$ cat config.mk
export PLATFORM = sky130hd
export DESIGN_NAME = fsr_status_reset_mode
export DESIGN_NICKNAME = d
export VERILOG_FILES = /design/src/rtl/fsr_status_reset_mode.v
export VERILOG_INCLUDE_DIRS = /design/src /design/src/rtl
export SDC_FILE = /design/constraint.sdc
export NUM_CORES = 1
export LEC_CHECK = 0
export BUFFER_PORTS_ARGS = -buffer_cell sky130_fd_sc_hd__buf_2
export CAP_MARGIN = 10
export CORE_MARGIN = 1
export CORE_UTILIZATION = 44
export CTS_CLUSTER_DIAMETER = 150
export DETAILED_ROUTE_END_ITERATION = 8
export PLACE_DENSITY = 0.84
export SETUP_SLACK_MARGIN = 0.5
export SLEW_MARGIN = 15
export SYNTH_ARGS = -nofsm -noshare
export SYNTH_HDL_FRONTEND = slang
export SYNTH_SLANG_ARGS = --single-unit
export TNS_END_PERCENT = 10
$ cat constraint.sdc
create_clock -name core_clk -period 3.13 [get_ports core_clk]
set_input_delay 0.626 -clock core_clk [delete_from_list [all_inputs] [get_ports core_clk]]
set_output_delay 0.626 -clock core_clk [all_outputs]
set_load 0.01 [all_outputs]
$ cat src/rtl/fsr_consts.vh
// constants for the floppy status, reset and mode block
`ifndef FSR_CONSTS_VH
`define FSR_CONSTS_VH

// status byte two fields
`define FSR_ST2_CONTROL_MARK      6
`define FSR_ST2_DATA_CRC_ERROR    5
`define FSR_ST2_WRONG_CYLINDER    4
`define FSR_ST2_BAD_CYLINDER      1
`define FSR_ST2_MISSING_DATA_MARK 0
// status byte three fields
`define FSR_ST3_WRITE_PROTECT     6
`define FSR_ST3_ONE_HI            5
`define FSR_ST3_TRACK_ZERO        4
`define FSR_ST3_ONE_LO            3
`define FSR_ST3_HEAD              2
`define FSR_ST3_RESET_VAL         8'h28
// configure word polling-disable bit
`define FSR_CONFIGURE_POLL_OFF_BIT 4
// hard-error track marker
`define FSR_BAD_TRACK             8'hFF
// output register field positions
`define FSR_DOR_RESET_N_BIT       2
`define FSR_DOR_DMA_EN_BIT        3
// rate-select reset bit position
`define FSR_DSR_RESET_BIT         7
// config register mode field
`define FSR_CFG_MODE_HI           3
`define FSR_CFG_MODE_LO           2
// reset values
`define FSR_DOR_RESET_VAL         8'h00
`define FSR_CFG_RESET_VAL         8'h00
`define FSR_CONFIG_RESET_VAL      8'h00
`define FSR_SPECIFY_RESET_VAL     16'h0000
// default mode field encodings
`define FSR_MODE_CODE_AT          2'h3
`define FSR_MODE_CODE_PS          2'h2
`define FSR_MODE_CODE_M30         2'h1

`endif

$ cat src/rtl/fsr_status_reset_mode.v
// status byte encoding, reset sources and interface mode selection
`timescale 1ns/100ps
`default_nettype none
`include "fsr_consts.vh"

// Notes on behaviour
// - control mark on data mark type mismatch
// - data field crc failure sets flag
// - header track differs sets wrong cylinder
// - mismatch plus ff track sets bad cylinder
// - no data mark found sets flag
// - status two bits 7,3,2 read zero
// - write protect pin shown in bit six
// - track zero pin shown in bit four
// - head and drive selects in low bits
// - bits five, three one; bit seven zero
// - pin, output reg, rate reg resets
// - any reset leaves power down
// - hardware reset aborts operations, goes idle
// - reset exit clears configure, enables polling
// - hardware reset spares specify timing values
// - pin reset clears output reg reset bit
// - both software resets reset core alike
// - rate reset self clears; output wins
// - mode from two-bit config field
// - first mode: dma bit gates, density high
// - second mode: always enabled, density low
// - third mode: dma bit gates, density low
// - density high after pin reset only
module fsr_status_reset_mode #(
    parameter [1:0] MODE_CODE_AT  = `FSR_MODE_CODE_AT,
    parameter [1:0] MODE_CODE_PS  = `FSR_MODE_CODE_PS,
    parameter [1:0] MODE_CODE_M30 = `FSR_MODE_CODE_M30
) (
    input  wire        core_clk,
    input  wire        reset,
    input  wire        hardware_reset_n,
    // register writes from the host side
    input  wire        dor_wr,
    input  wire [7:0]  dor_wdata,
    input  wire        dsr_wr,
    input  wire [7:0]  dsr_wdata,
    input  wire        cfg_wr,
    input  wire [7:0]  cfg_wdata,
    input  wire        specify_wr,
    input  wire [15:0] specify_wdata,
    input  wire        configure_wr,
    input  wire [7:0]  configure_wdata,
    input  wire        powerdown_req,
    input  wire        density_req,
    // result events from the data path
    input  wire        result_start,
    input  wire        read_deleted_cmd,
    input  wire        mark_seen,
    input  wire        mark_deleted,
    input  wire        mark_missing,
    input  wire        data_crc_fail,
    input  wire        header_valid,
    input  wire [7:0]  header_track,
    input  wire [7:0]  internal_track,
    input  wire        core_int_req,
    input  wire        core_dma_req,
    // drive pins
    input  wire        write_protect_in,
    input  wire        track_zero_in,
    input  wire        head_select_in,
    input  wire        drive_select_hi_in,
    input  wire        drive_select_lo_in,
    output reg  [7:0]  result_status_two,
    output reg  [7:0]  result_status_three,
    output reg  [7:0]  digital_output_reg,
    output reg  [7:0]  fdc_config_reg,
    output reg  [15:0] specify_timing,
    output reg  [7:0]  configure_info,
    output reg         polling_enable,
    output reg         core_reset,
    output reg         powered_down,
    output reg         idle,
    output reg         head_select_out,
    output reg         drive_select_hi,
    output reg         drive_select_lo,
    output reg         density_select,
    output reg         int_out,
    output reg         dma_req_out,
    output reg         mode_invalid
);

    localparam [2:0] MODE_AT  = 3'b001;
    localparam [2:0] MODE_PS  = 3'b010;
    localparam [2:0] MODE_M30 = 3'b100;

    reg        dsr_reset_reg;
    reg  [2:0] mode;
    reg        gate_en;
    reg        dens_high;
    reg        mode_reserved;
    wire       hw_rst;
    wire       dor_rst;
    wire       any_rst;
    wire       track_diff;

    assign hw_rst     = reset | ~hardware_reset_n;
    assign dor_rst    = ~digital_output_reg[`FSR_DOR_RESET_N_BIT];
    assign any_rst    = hw_rst | dor_rst | dsr_reset_reg;
    assign track_diff = header_valid & (header_track != internal_track);

    // mapping by parameter
    // reserved code falls back to the first mode
    always @* begin
        if (fdc_config_reg[`FSR_CFG_MODE_HI:`FSR_CFG_MODE_LO] == MODE_CODE_AT) begin
            mode          = MODE_AT;
            mode_reserved = 1'b0;
        end else if (fdc_config_reg[`FSR_CFG_MODE_HI:`FSR_CFG_MODE_LO] == MODE_CODE_PS) begin
            mode          = MODE_PS;
            mode_reserved = 1'b0;
        end else if (fdc_config_reg[`FSR_CFG_MODE_HI:`FSR_CFG_MODE_LO] == MODE_CODE_M30) begin
            mode          = MODE_M30;
            mode_reserved = 1'b0;
        end else begin
            mode          = MODE_AT;
            mode_reserved = 1'b1;
        end
    end

    always @* begin
        case (mode)
            MODE_AT: begin
                gate_en   = digital_output_reg[`FSR_DOR_DMA_EN_BIT];
                dens_high = 1'b1;
            end
            MODE_PS: begin
                gate_en   = 1'b1;
                dens_high = 1'b0;
            end
            MODE_M30: begin
                gate_en   = digital_output_reg[`FSR_DOR_DMA_EN_BIT];
                dens_high = 1'b0;
            end
            default: begin
                gate_en   = 1'b0;
                dens_high = 1'b1;
            end
        endcase
    end

    // host registers and reset sources
    // reset bit asserted
    always @(posedge core_clk) begin
        if (hw_rst) begin
            digital_output_reg <= `FSR_DOR_RESET_VAL;
        end else if (dor_wr) begin
            digital_output_reg <= dor_wdata;
        end
    end

    always @(posedge core_clk) begin
        if (hw_rst) begin
            fdc_config_reg <= `FSR_CFG_RESET_VAL;
        end else if (cfg_wr) begin
            fdc_config_reg <= cfg_wdata;
        end
    end

    // rate reset self clears; output reset wins
    always @(posedge core_clk) begin
        if (hw_rst) begin
            dsr_reset_reg <= 1'b0;
        end else begin
            dsr_reset_reg <= dsr_wr & dsr_wdata[`FSR_DSR_RESET_BIT] & ~dor_rst;
        end
    end

    // specify timing kept over resets
    // written values survive every reset source
    always @(posedge core_clk) begin
        if (specify_wr & ~any_rst) begin
            specify_timing <= specify_wdata;
        end
    end

    // status byte two flag events
    wire [7:0] st2_set;
    wire [7:0] result_status_two_next;

    assign st2_set[7] = 1'b0;
    assign st2_set[`FSR_ST2_CONTROL_MARK] = mark_seen & (mark_deleted ^ read_deleted_cmd);
    assign st2_set[`FSR_ST2_DATA_CRC_ERROR] = data_crc_fail;
    assign st2_set[`FSR_ST2_WRONG_CYLINDER] = track_diff;
    assign st2_set[3] = 1'b0;
    assign st2_set[2] = 1'b0;
    assign st2_set[`FSR_ST2_BAD_CYLINDER] = track_diff & (header_track == `FSR_BAD_TRACK);
    assign st2_set[`FSR_ST2_MISSING_DATA_MARK] = mark_missing;

    // flags sticky until result start
    // an event in the clear cycle still sets its flag
    genvar st2_bit;
    generate
        for (st2_bit = 0; st2_bit < 8; st2_bit = st2_bit + 1) begin : g_st2_flag
            assign result_status_two_next[st2_bit] = st2_set[st2_bit] |
                (result_status_two[st2_bit] & ~result_start);
        end
    endgenerate

    always @(posedge core_clk) begin
        if (any_rst) begin
            result_status_two <= 8'h00;
        end else begin
            result_status_two <= result_status_two_next;
        end
    end

    // three reset sources
    // lags the reset sources by one edge
    always @(posedge core_clk) begin
        core_reset <= any_rst;
    end

    always @(posedge core_clk) begin
        mode_invalid <= mode_reserved;
    end

    always @(posedge core_clk) begin
        if (any_rst) begin
            powered_down <= 1'b0;
        end else if (powerdown_req) begin
            powered_down <= 1'b1;
        end
    end

    always @(posedge core_clk) begin
        if (any_rst) begin
            idle <= 1'b1;
        end else begin
            idle <= ~core_int_req & ~core_dma_req;
        end
    end

    always @(posedge core_clk) begin
        if (any_rst) begin
            configure_info <= `FSR_CONFIG_RESET_VAL;
            polling_enable <= 1'b1;
        end else if (configure_wr) begin
            configure_info <= configure_wdata;
            polling_enable <= ~configure_wdata[`FSR_CONFIGURE_POLL_OFF_BIT];
        end
    end

    always @(posedge core_clk) begin
        if (any_rst) begin
            int_out <= 1'b0;
        end else begin
            int_out <= core_int_req & gate_en;
        end
    end

    always @(posedge core_clk) begin
        if (any_rst) begin
            dma_req_out <= 1'b0;
        end else begin
            dma_req_out <= core_dma_req & gate_en;
        end
    end

    // drive pins follow the core
    // held low while the core is in reset
    always @(posedge core_clk) begin
        if (any_rst) begin
            head_select_out <= 1'b0;
        end else begin
            head_select_out <= head_select_in;
        end
    end

    always @(posedge core_clk) begin
        if (any_rst) begin
            drive_select_hi <= 1'b0;
        end else begin
            drive_select_hi <= drive_select_hi_in;
        end
    end

    always @(posedge core_clk) begin
        if (any_rst) begin
            drive_select_lo <= 1'b0;
        end else begin
            drive_select_lo <= drive_select_lo_in;
        end
    end

    // density select polarity
    always @(posedge core_clk) begin
        if (hw_rst) begin
            density_select <= 1'b1;
        end else if (~dor_rst & ~dsr_reset_reg) begin
            // frozen while a software reset holds
            // active high in first mode
            density_select <= dens_high ? density_req : ~density_req;
        end
    end

    // status byte three snapshot
    wire [7:0] result_status_three_next;

    assign result_status_three_next[7] = 1'b0;
    assign result_status_three_next[`FSR_ST3_WRITE_PROTECT] = write_protect_in;
    assign result_status_three_next[`FSR_ST3_ONE_HI] = 1'b1;
    assign result_status_three_next[`FSR_ST3_TRACK_ZERO] = track_zero_in;
    assign result_status_three_next[`FSR_ST3_ONE_LO] = 1'b1;
    assign result_status_three_next[`FSR_ST3_HEAD] = head_select_out;
    assign result_status_three_next[1] = drive_select_hi;
    assign result_status_three_next[0] = drive_select_lo;

    always @(posedge core_clk) begin
        if (reset) begin
            result_status_three <= `FSR_ST3_RESET_VAL;
        end else begin
            result_status_three <= result_status_three_next;
        end
    end

endmodule // fsr_status_reset_mode
`default_nettype wire

# After elaboration in Yosys (flattened, before gate mapping)
# Index checks and enable logic that the tools add are counted.
[totals] reg_bits=68 output_inout_bits=67
[classes] n_eq_ne=8 muxes=6 bitwise_logic=36 n_reduce_logical=3
[ops] cell="$and 1x1->1" n=18
[ops] cell="$mux 3" n=3
[ops] cell="$not 1->1" n=9
[ops] cell="$eq 8x8->1 const B" n=1
[ops] cell="$ne 8x8->1" n=1
[ops] cell="$or 1x1->1" n=8
[ops] cell="$reduce_or 2->1" n=3
[ops] cell="$eq 2x2->1 const B" n=2
[ops] cell="$eq 3x1->1 const B" n=1
[ops] cell="$eq 3x2->1 const B" n=1
[ops] cell="$eq 3x3->1 const B" n=1
[ops] cell="$eq 2x1->1 const B" n=1
[ops] cell="$mux 1" n=2
[ops] cell="$pmux 1 s2" n=1
[ops] cell="$xor 1x1->1" n=1

# Logic depth before layout (Yosys ltp)
[logic_depth] depth_word=8 depth_mapped=5 mapped_depth_nobuf=5

# Worst setup path after synthesis
# No wires, ideal clock.
[synth_timing] kind="input to register" from="input port reset" to="register specify_timing[0] (enable)" arrival_ns=1.505 required_ns=2.756 slack_ns=1.251 path_stages=3 n_path_buf=1 path_cell_list="and4bb_1 buf_4 and2_1"
[synth_between] elab_chain_cells=5
[synth_rtl] item="start: declaration" line_no="fsr_status_reset_mode.v:36" source="input wire reset,"
[synth_rtl] item="$or 1x1->1" line_no="fsr_status_reset_mode.v:102" source="assign hw_rst = reset | ~hardware_reset_n;"
[synth_rtl] item="$or 1x1->1 (2 in series)" line_no="fsr_status_reset_mode.v:104" source="assign any_rst = hw_rst | dor_rst | dsr_reset_reg;"
[synth_rtl] item="$not 1->1" line_no="fsr_status_reset_mode.v:176" source="if (specify_wr & ~any_rst) begin"
[synth_rtl] item="$and 1x1->1" line_no="fsr_status_reset_mode.v:176"
[synth_rtl] item="end signal: assignment" line_no="fsr_status_reset_mode.v:177" source="specify_timing <= specify_wdata;"
[synth_rtl] item="end: declaration" line_no="fsr_status_reset_mode.v:73" source="output reg [15:0] specify_timing,"
# No other way between the ends.
# A chain may end at the register's enable or synchronous reset.

# Worst setup path in the final report
[layout_timing] from="input port reset" to="register specify_timing[15] (enable)"
# Same word-level chain as after synthesis.

==> impl_results.md <==
* Outcome: finished, final reports clean
* MaxCap Viol Count at 0
* Final Hold Fails at 0
* DR WL/cell at 12.14 um
* Setup crit start kind: input pin
* Clock tree root driver cell: clkbuf_8
* GR Util met2 at 31.40%
* # IOs at 155
* CTS sink cnt at 65
* Nets at 426
* Hold WS at 0.4447 ns
* Area Overhead vs Synth at 42.25%
* Final number of max-transition violations at 0
* First-pass GRT wire length at 7.672 mm
* Initial Util at 46.78%
* Comb pwr share at 7.4%
* Vias in the first global route at 1789
* Final Cycle Share at 57.35%
* TNS Setup at 0 ns
* Die area at 5412 um2
* Max Clock Freq at 0.5571 GHz
* Minimum clock period at 1.795 ns
* GRT overflow at 0
* Clock power share at 40.6%
* Die height at 73.57 um
* GR peak layer: met2
* FP Rows at 25
* Post-synth cell types at 29
* Max FFs per register at 16
* Worst Clk Skew at 0.005961 ns
* Most flops, register: specify_timing
* Syn_area_per_cell at 11.99 um2
* Crit path DAT at 1.75 ns
* RD Place Congestion at 0.6936
* Post-CTS Setup Inserts at 0
* Die W at 73.57 um
* Critical path endpoint category: register
* Ant. Diodes at 0
* Core area at 4817 um2
* Unrepaired setup endpoints after global routing: false
* Worst skew pair latency at 0.32 ns
* Initial antenna violation count at 0
* Leak pwr at 0.001620 uW
* Switching power at 357.9 uW
* Peak VDD IR at 0.0003056 V
* CP startpoint: reset
* Hpwl dp at 3.812 mm
* Yosys warning count at 0
* Gate Count Post-Synth at 188
* Largest net degree at the start of global routing at 19
* Power per cell area at 525.1 nW/um2
* Crit Reg-Reg Startpoint: digital_output_reg[2]
* Clock-pin transition on the worst setup and hold timing paths at 0.06 ns
* Clock Path Buffers at 2
* Internal at 1325 uW
* Min-delay src: result_status_two[4]
* Synthesized cell area at 2253 um2
* Gr usage total at 18.81%
* Crit Path Category: input pin to register
* Worst Tran Pin Value at 0.6856 ns
* Hold_buf cts at 0
* Routed Antenna Nets at 0
* Post-CTS sizing at 0
* H-tree levels at 3
* Layout cell share with drive strength beyond 1 at 47.35%
* Num CTS Buffers at 9
* Vias at 1841
* Worst min-delay path class: register to register
* Port bufs at 144
* Worst slew margin at 54.30%
* Max FO, Critical Path at 16
* Seq pwr share at 52.1%
* Met1 Use GR at 20.69%
* FF+latch count, synth at 65
* First-pass DRT Iterations at 4
* GRT met3 Usage at 6.310%
* Switching share of power at 21.27%
* Final setup vio count at 0
* CTS tree: done
* # DRC at 0
* Worst path required time at 3.08 ns
* Iter 0 DRT Violations at 68
* WL final at 4.940 mm
* Drt via density at 4.523
* Register area share after synthesis at 64.85%
==> final timing paths <==
path / slack, ns / cells after the start / endpoint
setup / recovery: 1.33 / 4 / specify_timing[15]
hold / removal: 0.44 / 1 / result_status_two[4]
setup reg to reg: 1.43 / 3 / specify_timing[15]
hold reg to reg: 0.44 / 1 / result_status_two[4]
==> per-stage QoR <==
| step | setup WS [ns] | total power [uW] | cell area [um2] | util, % | std cells |
|---|---|---|---|---|---|
| final | 1.335 | 1683 | 3206 | 66.55 | 407 |
| after global placement | 1.007 | 1015 | 3010 | 62.49 | 391 |
| after CTS | 1.332 | 1700 | 3206 | 66.55 | 407 |
| after global routing | 1.259 | 1746 | 3206 | 66.55 | 407 |
| after floorplan | 1.251 | 953.1 | 2257 | - | 189 |
| after detailed placement | 0.9746 | 1020 | 3010 | 62.49 | 391 |
==> layer usage <==
layer  routed length, um  part of all wire, %  vias to the layer above
li1                    -                    -                      917
met1                2011                   41                      824
met2                2386                   48                       94
met3                 474                  9.6                        6
met4                  68                  1.4                        0
met5                   0                    0                        -
==> critical path, stage by stage <==
cell      delay, ns
buf_2          0.13
and4bb_1       0.26
buf_4          0.17
and2_1         0.55
==> layout make-up <==
cell class,count,area [um2]
multi-input combinational,110,721.9
timing repair buffer,145,728.2
inverter,4,15.01
clock buffer,11,141.4
clock inverter,5,53.80
sequential,65,1461
fill,384,1612
tap,67,83.83
==> cell usage in the layout, fill, tap and decap left out <==
master and n:
a21o_1 1, nor2b_1 5, nand4_1 2, a22oi_1 1, clkbuf_8 10, nand2_1 3
conb_1 3, nor3_1 1, a211o_1 1, buf_4 1, clkinv_2 2, dfxtp_1 49
inv_2 1, o21ai_0 2, and2_1 6, edfxtp_1 16, and4bb_1 1, buf_2 144
and3_1 3, mux2i_1 23, ha_1 3, clkbuf_1 1, xor2_1 10, nor4_1 2
inv_4 1, a21oi_1 4, bufinv_16 1, a22o_1 1, clkinvlp_4 1, nor2_1 34
nand2b_1 3, inv_1 3, nand3_1 1
==> kinds of logic (layout without fill, tap and decap cells) <==
| group | after synthesis | in the layout | share of synthesized area [%] |
|---|---|---|---|
| flip-flops | 65 | 65 | 64.85 |
| buffers and inverters | 14 | 165 | 3.275 |
| AO/OA/AOI/OAI | 10 | 10 | 2.777 |
| XOR/XNOR | 10 | 10 | 3.887 |
| other | 2 | 3 | 0.3333 |
| AND/OR/NAND/NOR | 61 | 61 | 12.99 |
| adder cells (fa/ha/maj) | 3 | 3 | 1.666 |
| multiplexers | 23 | 23 | 10.22 |
==> power by group through the flow <==
stage / logic (uW) / clock network (uW) / registers, uW
4_1_cts: 125 / 698 / 876
3_5_place_dp: 125 / 0 / 895
5_1_grt: 138 / 731 / 877
6_report: 124 / 683 / 876
3_3_place_gp: 121 / 0 / 895
2_1_floorplan: 52.2 / 0 / 901
==> synthesized netlist by cell type, drive strengths merged <==
cell | n | area (um2)
a22o | 1 | 8.760
nand2 | 3 | 11.26
nor4 | 2 | 12.51
a21o | 1 | 7.510
nor2b | 5 | 31.28
and2 | 6 | 37.54
conb | 2 | 7.510
nor3 | 1 | 5.000
a22oi | 1 | 7.510
inv | 4 | 15.01
nor2 | 34 | 127.6
buf | 8 | 50.05
nand4 | 2 | 12.51
mux2i | 23 | 230.2
nand2b | 3 | 18.77
nand3 | 1 | 5.000
clkbuf | 2 | 8.750
o21ai | 2 | 10.01
a21oi | 4 | 20.02
a211o | 1 | 8.760
xor2 | 10 | 87.58
dfxtp | 49 | 980.9
and3 | 3 | 18.77
ha | 3 | 37.54
edfxtp | 16 | 480.5
and4bb | 1 | 12.51
Note: power is estimated with default switching activity, not from simulation.
